**src/rtl/timer8_pkg.sv**
```systemverilog
// timer8_pkg: shared constants for the 8-bit waveform timer.
// assumes a 100 MHz system clock and an Avalon-MM register port.
package timer8_pkg;

  // ----------------------------------------------------------------
  // counting modes
  // ----------------------------------------------------------------
  typedef enum logic [1:0] {
    MODE_NORMAL,
    MODE_PHASE,
    MODE_CTC,
    MODE_FAST
  } mode_type;

  // ----------------------------------------------------------------
  // register byte offsets
  // ----------------------------------------------------------------
  localparam logic [4:0] REG_CTRL = 5'h00;
  localparam logic [4:0] REG_COUNT = 5'h04;
  localparam logic [4:0] REG_COMPARE = 5'h08;
  localparam logic [4:0] REG_FLAGS = 5'h0c;
  localparam logic [4:0] REG_PIN = 5'h10;

  // ----------------------------------------------------------------
  // field positions
  // ----------------------------------------------------------------
  localparam int MODE_LSB = 0;
  localparam int ACTION_LSB = 2;
  localparam int CLKSEL_LSB = 4;
  localparam int FORCE_BIT = 7;
  localparam int OVF_BIT = 0;
  localparam int CMF_BIT = 1;
  localparam int DIR_BIT = 0;
  localparam int PORT_BIT = 1;
  localparam int WAVE_BIT = 2;
  localparam int PINLVL_BIT = 3;

  // ----------------------------------------------------------------
  // counter values and reset values
  // ----------------------------------------------------------------
  localparam logic [7:0] CNT_BOTTOM = 8'h00;
  localparam logic [7:0] CNT_ONE = 8'h01;
  localparam logic [7:0] CNT_MAX = 8'hff;
  localparam logic [7:0] COMPARE_RST = 8'h00;
  localparam logic [2:0] CLKSEL_RST = 3'h0;
  localparam logic [1:0] ACTION_RST = 2'h0;

  // ----------------------------------------------------------------
  // prescaler: clock select codes and divider widths (log2 of factor)
  // ----------------------------------------------------------------
  localparam logic [2:0] SEL_DIV1 = 3'h1;
  localparam logic [2:0] SEL_DIV8 = 3'h2;
  localparam logic [2:0] SEL_DIV64 = 3'h3;
  localparam logic [2:0] SEL_DIV256 = 3'h4;
  localparam logic [2:0] SEL_DIV1024 = 3'h5;
  localparam int DIV8_BITS = 3;
  localparam int DIV64_BITS = 6;
  localparam int DIV256_BITS = 8;
  localparam int DIV1024_BITS = 10;

endpackage

```
**src/rtl/timer8_prescaler.sv**
```systemverilog
// timer8_prescaler: turns the clock select code into a tick enable.
// assumes one system clock; the tick is a one-cycle enable pulse.
`timescale 1ns/1ns
module timer8_prescaler
  import timer8_pkg::*;
#(
  parameter int DIV_W = DIV1024_BITS
)
(
  input wire logic sys_clk_in,
  input wire logic rstn_in,
  input wire logic [2:0] clk_sel_in,
  output logic tick_out
);

  logic [DIV_W-1:0] div_r;

  // ----------------------------------------------------------------
  // free-running divider
  // ----------------------------------------------------------------
  always_ff @(posedge sys_clk_in)
  begin
    if (!rstn_in)
      div_r <= '0;
    else
      div_r <= div_r + 1'b1;
  end

  // tick at the last count of each division window; other codes stop
  always_comb
  begin
    case (clk_sel_in)
      SEL_DIV1: tick_out = 1'b1;
      SEL_DIV8: tick_out = &div_r[DIV8_BITS-1:0];
      SEL_DIV64: tick_out = &div_r[DIV64_BITS-1:0];
      SEL_DIV256: tick_out = &div_r[DIV256_BITS-1:0];
      SEL_DIV1024: tick_out = &div_r[DIV1024_BITS-1:0];
      default: tick_out = 1'b0;
    endcase
  end

endmodule

```
**src/rtl/timer8_sticky_flag.sv**
```systemverilog
// timer8_sticky_flag: one event flag, set by hardware, cleared by software.
// assumes set and clear are single-cycle strobes on the same clock.
`timescale 1ns/1ns
module timer8_sticky_flag
(
  input wire logic sys_clk_in,
  input wire logic rstn_in,
  input wire logic set_in,
  input wire logic clear_in,
  output logic flag_out
);

  // ----------------------------------------------------------------
  // flag storage: a set in the clearing cycle wins
  // ----------------------------------------------------------------
  always_ff @(posedge sys_clk_in)
  begin
    if (!rstn_in)
      flag_out <= 1'b0;
    else if (set_in)
      flag_out <= 1'b1;
    else if (clear_in)
      flag_out <= 1'b0;
  end

endmodule

```
**src/rtl/timer8_waveform_modes.sv**
```systemverilog
// timer8_waveform_modes: 8-bit timer with one compare channel, driving a
// waveform pin in normal, clear-on-match, fast and phase-correct modes.
// assumes an Avalon-MM master on sys_clk_in and a pin pad outside.
//
// Behaviour
// - mode 2 clears the counter on compare match; compare is top
// - mode 2 compare unbuffered; lowered below count, count wraps via 0xFF
// - mode 2 sets compare match flag at every top
// - mode 2 action 1 toggles output on each match
// - pin driven only while direction bit selects output
// - mode 2 sets overflow flag on the roll from MAX to 0x00
// - mode 3 counts BOTTOM to MAX then restarts, 256 ticks
// - mode 3 non-inverting clears on match, sets at BOTTOM; inverting opposite
// - mode 3 action two non-inverted, action three inverted
// - mode 3 increments to MAX then clears on next tick
// - mode 3 sets overflow flag each time counter reaches MAX
// - mode 3 compare BOTTOM gives spike; compare MAX gives constant level
// - mode 3 action 1 toggles on match, compare still double buffered
// - mode 1 counts up to MAX then down to BOTTOM, 510 ticks
// - mode 1 action two clears on up match, sets on down match
// - mode 1 turns at MAX, holding MAX for one tick
// - mode 1 sets overflow flag when counter reaches BOTTOM
// - mode 1 compare BOTTOM constant low, MAX constant high, non-inverting
// - mode 1 forces up-match level at MAX turnaround without match
// - mode 1 missed up match still gets its output transition
// - counter advances only on prescaler ticks of 1, 8, 64, 256, 1024
// - PWM modes buffer compare writes to period boundary; others immediate
// - compare match flag set on the tick after a match
// - a counter write blocks compare matches in the next tick
//
// Implementation choices: the Avalon-MM register port and the placing of the registers.
`timescale 1ns/1ns
module timer8_waveform_modes
  import timer8_pkg::*;
(
  input wire logic sys_clk_in,
  input wire logic rstn_in,
  input wire logic [4:0] avs_address_in,
  input wire logic avs_read_in,
  input wire logic avs_write_in,
  input wire logic [31:0] avs_writedata_in,
  input wire logic [3:0] avs_byteenable_in,
  output logic [31:0] avs_readdata_out,
  output logic avs_waitrequest_out,
  output logic waveform_pin_out,
  output logic waveform_pin_oe_out,
  output logic overflow_flag_out,
  output logic compare_match_flag_out
);

  // ----------------------------------------------------------------
  // declarations
  // ----------------------------------------------------------------
  logic ack_r;
  logic [31:0] rdata_r;
  logic wr_stb;
  logic wr_ctrl;
  logic wr_count;
  logic wr_compare;
  logic wr_flags;
  logic wr_pin;
  logic force_stb;
  mode_type waveform_mode_sel;
  logic [1:0] compare_out_action;
  logic [2:0] clk_sel_r;
  logic dir_out_r;
  logic port_data_r;
  logic [7:0] count_value;
  logic [7:0] compare_buf_r;
  logic [7:0] compare_value;
  logic down_r;
  logic block_r;
  logic waveform_output;
  logic tick;
  logic is_pwm;
  logic cnt_max;
  logic cnt_bot;
  logic cmp_max;
  logic cmp_bot;
  logic match;
  logic ovf_set;
  logic cmf_set;
  logic [7:0] wdata;

  // ----------------------------------------------------------------
  // action helper for non-PWM modes: toggle, clear or set
  // ----------------------------------------------------------------
  function automatic logic non_pwm_action(input logic [1:0] act, input logic cur);
    logic res;
    begin
      res = cur;
      case (act)
        2'h1: res = ~cur;
        2'h2: res = 1'b0;
        2'h3: res = 1'b1;
        default: res = cur;
      endcase
      return res;
    end
  endfunction

  // ----------------------------------------------------------------
  // Avalon-MM slave: one wait cycle, then the answer
  // ----------------------------------------------------------------

  // answer one cycle after a request is seen
  always_ff @(posedge sys_clk_in)
  begin
    if (!rstn_in)
      ack_r <= 1'b0;
    else
      ack_r <= (avs_read_in | avs_write_in) & ~ack_r;
  end

  assign avs_waitrequest_out = (avs_read_in | avs_write_in) & ~ack_r;
  assign avs_readdata_out = rdata_r;

  // writes take effect at the edge where waitrequest is low
  assign wdata = avs_writedata_in[7:0];
  assign wr_stb = avs_write_in & ack_r & avs_byteenable_in[0];
  assign wr_ctrl = wr_stb & (avs_address_in == REG_CTRL);
  assign wr_count = wr_stb & (avs_address_in == REG_COUNT);
  assign wr_compare = wr_stb & (avs_address_in == REG_COMPARE);
  assign wr_flags = wr_stb & (avs_address_in == REG_FLAGS);
  assign wr_pin = wr_stb & (avs_address_in == REG_PIN);
  assign force_stb = wr_ctrl & wdata[FORCE_BIT];

  // read data captured in the wait cycle; unmapped reads give zero
  always_ff @(posedge sys_clk_in)
  begin
    if (!rstn_in)
      rdata_r <= '0;
    else if (avs_read_in & ~ack_r)
    begin
      rdata_r <= '0;
      case (avs_address_in)
        REG_CTRL:
        begin
          rdata_r[MODE_LSB +: 2] <= waveform_mode_sel;
          rdata_r[ACTION_LSB +: 2] <= compare_out_action;
          rdata_r[CLKSEL_LSB +: 3] <= clk_sel_r;
        end
        REG_COUNT: rdata_r[7:0] <= count_value;
        REG_COMPARE: rdata_r[7:0] <= compare_buf_r;
        REG_FLAGS:
        begin
          rdata_r[OVF_BIT] <= overflow_flag_out;
          rdata_r[CMF_BIT] <= compare_match_flag_out;
        end
        REG_PIN:
        begin
          rdata_r[DIR_BIT] <= dir_out_r;
          rdata_r[PORT_BIT] <= port_data_r;
          rdata_r[WAVE_BIT] <= waveform_output;
          rdata_r[PINLVL_BIT] <= waveform_pin_out;
        end
        default: rdata_r <= '0;
      endcase
    end
  end

  // ----------------------------------------------------------------
  // control and pin registers
  // ----------------------------------------------------------------

  // mode, output action and clock select
  always_ff @(posedge sys_clk_in)
  begin
    if (!rstn_in)
    begin
      waveform_mode_sel <= MODE_NORMAL;
      compare_out_action <= ACTION_RST;
      clk_sel_r <= CLKSEL_RST;
    end
    else if (wr_ctrl)
    begin
      waveform_mode_sel <= mode_type'(wdata[MODE_LSB +: 2]);
      compare_out_action <= wdata[ACTION_LSB +: 2];
      clk_sel_r <= wdata[CLKSEL_LSB +: 3];
    end
  end

  // pin direction and plain port level
  always_ff @(posedge sys_clk_in)
  begin
    if (!rstn_in)
    begin
      dir_out_r <= 1'b0;
      port_data_r <= 1'b0;
    end
    else if (wr_pin)
    begin
      dir_out_r <= wdata[DIR_BIT];
      port_data_r <= wdata[PORT_BIT];
    end
  end

  // ----------------------------------------------------------------
  // prescaler tick
  // ----------------------------------------------------------------
  // prescaled tick enable
  timer8_prescaler #(
    .DIV_W(DIV1024_BITS)
  ) u_prescaler (
    .sys_clk_in(sys_clk_in),
    .rstn_in(rstn_in),
    .clk_sel_in(clk_sel_r),
    .tick_out(tick)
  );

  // ----------------------------------------------------------------
  // decode of counter and compare state
  // ----------------------------------------------------------------
  assign is_pwm = (waveform_mode_sel == MODE_FAST) | (waveform_mode_sel == MODE_PHASE);
  assign cnt_max = (count_value == CNT_MAX);
  assign cnt_bot = (count_value == CNT_BOTTOM);
  assign cmp_max = (compare_value == CNT_MAX);
  assign cmp_bot = (compare_value == CNT_BOTTOM);
  assign match = tick & (count_value == compare_value) & ~block_r;

  // ----------------------------------------------------------------
  // match blocking after a counter write
  // ----------------------------------------------------------------
  always_ff @(posedge sys_clk_in)
  begin
    if (!rstn_in)
      block_r <= 1'b0;
    else if (wr_count)
      block_r <= 1'b1;
    else if (tick)
      block_r <= 1'b0;
  end

  // ----------------------------------------------------------------
  // counter and count direction
  // ----------------------------------------------------------------
  // tick-enabled counter
  always_ff @(posedge sys_clk_in)
  begin
    if (!rstn_in)
    begin
      count_value <= CNT_BOTTOM;
      down_r <= 1'b0;
    end
    else if (wr_count)
      count_value <= wdata;
    else if (tick)
    begin
      case (waveform_mode_sel)
        MODE_CTC:
        begin
          down_r <= 1'b0;
          if (match)
            count_value <= CNT_BOTTOM;
          else
            count_value <= count_value + CNT_ONE;
        end
        MODE_PHASE:
        begin
          if (!down_r && cnt_max)
          begin
            count_value <= CNT_MAX - CNT_ONE;
            down_r <= 1'b1;
          end
          else if (down_r && cnt_bot)
          begin
            count_value <= CNT_ONE;
            down_r <= 1'b0;
          end
          else if (down_r)
            count_value <= count_value - CNT_ONE;
          else
            count_value <= count_value + CNT_ONE;
        end
        default:
        begin
          down_r <= 1'b0;
          count_value <= count_value + CNT_ONE;
        end
      endcase
    end
  end

  // ----------------------------------------------------------------
  // compare value and its buffer
  // ----------------------------------------------------------------
  // buffered compare
  always_ff @(posedge sys_clk_in)
  begin
    if (!rstn_in)
    begin
      compare_buf_r <= COMPARE_RST;
      compare_value <= COMPARE_RST;
    end
    else
    begin
      if (wr_compare)
        compare_buf_r <= wdata;
      if (wr_compare && !is_pwm)
        compare_value <= wdata;
      else if (tick && !wr_count && cnt_max && !down_r && is_pwm)
        compare_value <= (wr_compare) ? wdata : compare_buf_r;
    end
  end

  // ----------------------------------------------------------------
  // event flags
  // ----------------------------------------------------------------
  // MAX roll; in phase-correct mode, the down count reaching BOTTOM
  assign ovf_set = tick & ~wr_count &
    ((waveform_mode_sel == MODE_PHASE) ? (down_r & (count_value == CNT_ONE)) : cnt_max);
  assign cmf_set = match & ~wr_count;

  timer8_sticky_flag u_overflow_flag (
    .sys_clk_in(sys_clk_in),
    .rstn_in(rstn_in),
    .set_in(ovf_set),
    .clear_in(wr_flags & wdata[OVF_BIT]),
    .flag_out(overflow_flag_out)
  );

  timer8_sticky_flag u_compare_flag (
    .sys_clk_in(sys_clk_in),
    .rstn_in(rstn_in),
    .set_in(cmf_set),
    .clear_in(wr_flags & wdata[CMF_BIT]),
    .flag_out(compare_match_flag_out)
  );

  // ----------------------------------------------------------------
  // waveform generator
  // ----------------------------------------------------------------
  always_ff @(posedge sys_clk_in)
  begin
    if (!rstn_in)
      waveform_output <= 1'b0;
    else if (force_stb && !is_pwm)
      waveform_output <= non_pwm_action(compare_out_action, waveform_output);
    else if (tick)
    begin
      case (waveform_mode_sel)
        MODE_FAST:
        begin
          if (compare_out_action == 2'h1)
          begin
            if (match)
              waveform_output <= ~waveform_output;
          end
          else if (compare_out_action[1])
          begin
            if (cnt_max && !wr_count)
              waveform_output <= ~compare_out_action[0];
            else if (match && !cmp_max)
              waveform_output <= compare_out_action[0];
          end
        end
        MODE_PHASE:
        begin
          if (compare_out_action[1])
          begin
            if (!down_r && cnt_max && !wr_count)
              waveform_output <= cmp_max ? ~compare_out_action[0] : compare_out_action[0];
            else if (match && !down_r)
              waveform_output <= compare_out_action[0];
            else if (match && down_r && !cmp_bot)
              waveform_output <= ~compare_out_action[0];
          end
        end
        default:
        begin
          if (match)
            waveform_output <= non_pwm_action(compare_out_action, waveform_output);
        end
      endcase
    end
  end

  // ----------------------------------------------------------------
  // pin override
  // ----------------------------------------------------------------
  // driven when output
  assign waveform_pin_oe_out = dir_out_r;
  assign waveform_pin_out = (compare_out_action != ACTION_RST) ? waveform_output : port_data_r;

endmodule

```
**config.mk**
```make
export PLATFORM = sky130hd
export DESIGN_NAME = timer8_waveform_modes
export DESIGN_NICKNAME = d
export VERILOG_FILES = /design/src/rtl/timer8_pkg.sv /design/src/rtl/timer8_prescaler.sv /design/src/rtl/timer8_sticky_flag.sv /design/src/rtl/timer8_waveform_modes.sv
export SDC_FILE = /design/constraint.sdc
export NUM_CORES = 1
export LEC_CHECK = 0
export BUFFER_PORTS_ARGS = -buffer_cell sky130_fd_sc_hd__buf_2
export CAP_MARGIN = 20
export CORE_ASPECT_RATIO = 1.1
export CORE_MARGIN = 3
export CORE_UTILIZATION = 25
export CTS_BUF_LIST = sky130_fd_sc_hd__clkbuf_8 sky130_fd_sc_hd__clkbuf_16
export CTS_CLUSTER_DIAMETER = 150
export DETAILED_ROUTE_END_ITERATION = 7
export PLACE_DENSITY_LB_ADDON = 0.15
export SLEW_MARGIN = 10
export SYNTH_ARGS = -nofsm -noshare
export SYNTH_HDL_FRONTEND = slang
export SYNTH_SLANG_ARGS = --single-unit
```
**constraint.sdc**
```tcl
create_clock -name sys_clk_in -period 3 [get_ports sys_clk_in]
set_clock_uncertainty 0.1 [all_clocks]
set_input_delay 0.3 -clock sys_clk_in [delete_from_list [all_inputs] [get_ports sys_clk_in]]
set_output_delay 0.3 -clock sys_clk_in [all_outputs]
set_load 0.01 [all_outputs]
```
==> summary.md <==
The flow ran to the end, and the final reports show no timing, DRC or antenna violations. The congestion estimate from routability-driven global placement came to 0.7954. The clock passes through at most 2 buffers.

The finished layout holds 668 standard cells, fillers aside. For this run, the leading register cell type out of synthesis is sky130_fd_sc_hd__dfxtp_1. The number of antenna violations at the first check in global routing is 0. TritonCTS built the clock tree.

The first global-routing pass estimated 16940 µm of wire. The tools report the post-route standard cell area excluding fillers as 4224 µm². Gates resized during post-CTS repair numbered 0. Compared with the post-synthesis result, the final layout area differs by 18.66%.

After legalization and detailed placement, the total HPWL measured 7891 µm. The highest net fanout along the worst path is 5, and the count of flip-flops with a built-in enable after synthesis is 0. Across the run, the number of max-cap violations was 0. The run gives 0 as the max-slew violation count. After synthesis the cells add up to 3560 µm².

Walking the worst path, the cells encountered are ha_1 -> nand3_1 -> nor3_1 -> o311a_2 -> o21ai_0 -> buf_4 -> a21oi_1 -> a21o_1 -> o221ai_1. Worst min-delay path class: input port to flip-flop. Leaving out fill and tap cells, the most frequent cells in the layout are sky130_fd_sc_hd__nor2_1 (63), sky130_fd_sc_hd__dfxtp_1 (57), sky130_fd_sc_hd__nand2_1 (37).

The tools report the all-layer global routing usage as 0.1362. Clock tree synthesis selected as its root buffer the cell sky130_fd_sc_hd__clkbuf_16. Leaving out fill and tap cells, the most frequent cell in the layout is sky130_fd_sc_hd__nor2_1. The share of synthesized flip-flops with an asynchronous set or reset was 0. The clock latency on the worst-skew pair was 330 ps. The number of endpoints with negative hold slack in the final report came out at 0. The first detailed-routing pass ran for 4 iterations.

The final period utilization was 0.8732. The proportion of layout cells with a drive suffix above 1 works out to 0.1708. The count of buffers inserted at the top-level ports was 30; the instance count after placement with tap cells included was 654.

After clock tree synthesis, the clock-pin slew on the worst setup and hold paths is 50 ps. The tools report the startpoint type of the worst setup path as a flip-flop. In this run the static leakage power is 1.614 nW. The initial core utilization is 0.2570, and the I/O pin count is 82. The floorplan step set the die height to 131.2 µm.

After clock tree synthesis, the flow added hold-fix buffers numbering 0. Summing internal, switching and leakage power gives 1.970 mW. For the number of distinct library cell variants in the gate-level netlist after synthesis, the log shows 56. After routing, the total negative slack on setup checks comes to 0 ps.

In this run the horizontal extent of the chip is 119.8 µm. The run gives 0 as the total DRC errors in the routed layout. For this block, the routed nets add up to 10320 µm of wire. Largest incremental delay on the critical path: 370 ps. The core utilization of the finished layout is 0.3050.

The detail route stage leaves a number of antenna-violating nets equal to 0. Entering global routing, the biggest net connects 40 pins. The clock tree synthesis step divided the H-tree into 3 levels. The part of the Yosys area used for sequential elements was 0.3206; the required time at the worst-slack endpoint was 3090 ps.

Dividing the detail-routed via count by the number of cells gives 4.713. The achievable clock frequency came out at 0.3818 GHz. For the number of clock buffers inserted by TritonCTS, the log shows 9. The instance count of the mapped netlist is 441, and the final critical-path required period is 2619 ps. The number of rows in the core area was 45; the total global routing overflow was 0. The area of the core region was 13850 µm².

The floorplan step defined a die boundary enclosing 15710 µm². The clock net in this run drives a total of 57 sinks. Power spread over the standard cell area amounts to 466.4 nW/µm². Data on the critical path arrives at its endpoint at 2710 ps. For the count of warnings emitted by yosys, the log shows 0.

Counting the fill cells in the layout gives 1551. The routed layout has 3148 vias. The worst ir drop on vdd came out at 0.2631 mV. The worst setup path is of the flip-flop to flip-flop kind.

Setup violations remaining at the end of the flow were counted as 0. Flop and latch count out of synthesis: 57. The number of antenna diodes in the final layout is 0. For the via count of the first global-routing pass, the log shows 3026. Post-detailed-route wirelength per cell: 15.45 µm. The first routing iteration left 147 violations. The multi-input logic area is 2185 µm². Setup repair after global routing left no endpoint under its margin. Post-CTS timing repair inserted 0 buffers for setup. The library cell contributing the largest single delay on the critical path was sky130_fd_sc_hd__dfxtp_1. For the instance area after placement, the log shows 3906 µm². Across the whole layout, storage elements account for 1141 µm². The synthesized area divided by synthesized cell count works out to 8.072 µm². For the count of nets after finishing, the log shows 531.

STA classifies the critical path endpoint as a flip-flop.
==> per-layer routing <==
layer | wire length [µm] | track usage | up-vias
li1 | - | - | 1589
met1 | 4853 | 0.1890 | 1484
met2 | 4918 | 0.2136 | 65
met3 | 412 | 0.02798 | 10
met4 | 140 | 0.03883 | 0
met5 | 0 | 0 | -
==> critical path: cells and delay by family, from the launching register on <==
family                   cells  cell delay [ps]
buffers and inverters        1              180
AND/OR/NAND/NOR              2              490
flip-flops                   1              370
AO/OA/AOI/OAI                5             1080
adder cells (fa/ha/maj)      1              270
==> logic make-up (layout without fill, tap and decap cells) <==
group,Yosys count,in the layout,share of synthesized area
AO/OA/AOI/OAI,91,91,0.1810
XOR/XNOR,24,24,0.05905
adder cells (fa/ha/maj),9,9,0.03164
buffers and inverters,59,75,0.08998
flip-flops,57,57,0.3206
multiplexers,25,25,0.07803
other,1,24,0.001053
AND/OR/NAND/NOR,175,175,0.2387
==> power by group <==
group | leakage [nW] | internal (mW) | switching, mW | total, mW
combinational | 0.996 | 0.0287 | 0.0704 | 0.0991
clock | 0.157 | 0.760 | 0.339 | 1.10
sequential | 0.460 | 0.766 | 0.00622 | 0.772
total | 1.61 | 1.55 | 0.416 | 1.97
==> final timing paths <==
kind	start	to	cells past startpoint	slack (ps)
setup / recovery	u_prescaler.div_r[0]	count_value[7]	9	380
hold / removal	avs_writedata_in[6]	clk_sel_r[2]	3	170
setup reg to reg	u_prescaler.div_r[0]	count_value[7]	9	380
hold reg to reg	block_r	block_r	2	360
==> cell usage after synthesis, drive strengths merged, types with 2 or more instances <==
master / number / area share
ha: 9 / 0.032
or2: 3 / 0.0053
o221ai: 6 / 0.015
nor3: 12 / 0.020
nand3: 15 / 0.021
and2: 7 / 0.013
o41ai: 2 / 0.010
a311oi: 3 / 0.012
nor4: 2 / 0.0035
a22oi: 7 / 0.015
buf: 30 / 0.059
a211oi: 12 / 0.028
mux2i: 21 / 0.059
dfxtp: 57 / 0.32
a31oi: 3 / 0.0053
a221oi: 3 / 0.0074
xnor2: 14 / 0.034
mux4: 2 / 0.013
mux2: 2 / 0.0063
a21oi: 20 / 0.028
nand4: 12 / 0.025
inv: 10 / 0.011
o211ai: 2 / 0.0042
xor2: 10 / 0.025
o21ai: 24 / 0.034
nor2: 64 / 0.068
nor2b: 8 / 0.014
and3: 6 / 0.011
nand2: 37 / 0.039
nand2b: 4 / 0.0070
clkbuf: 19 / 0.020
==> flip-flops by register name, summed over array words and instances, names as in the netlist, 2 cells and up <==
signal and flops:
compare_value 8, clk_sel_r 3, waveform_mode_sel 2, compare_buf_r 8, count_value 8, u_prescaler.div_r 10
compare_out_action 2, avs_readdata_out 8
==> cell type report <==
cell class,instances,area share
tap,188,0.05569
timing repair buffer,51,0.07287
multi-input combinational,348,0.5172
sequential,57,0.2701
inverter,10,0.008886
clock inverter,3,0.01540
clock buffer,11,0.05983
==> metrics by stage <==
step | worst slack (ps) | hold WS (ps)
final | 380.5 | 168.7
after global routing | 165.8 | 197.7
after CTS | 356.4 | 167.9
after detailed placement | 386.8 | 349.8
after global placement | 403.9 | 346.0
after floorplan | 630.4 | 330.0
No activity file was read; power rests on OpenSTA's default activity.
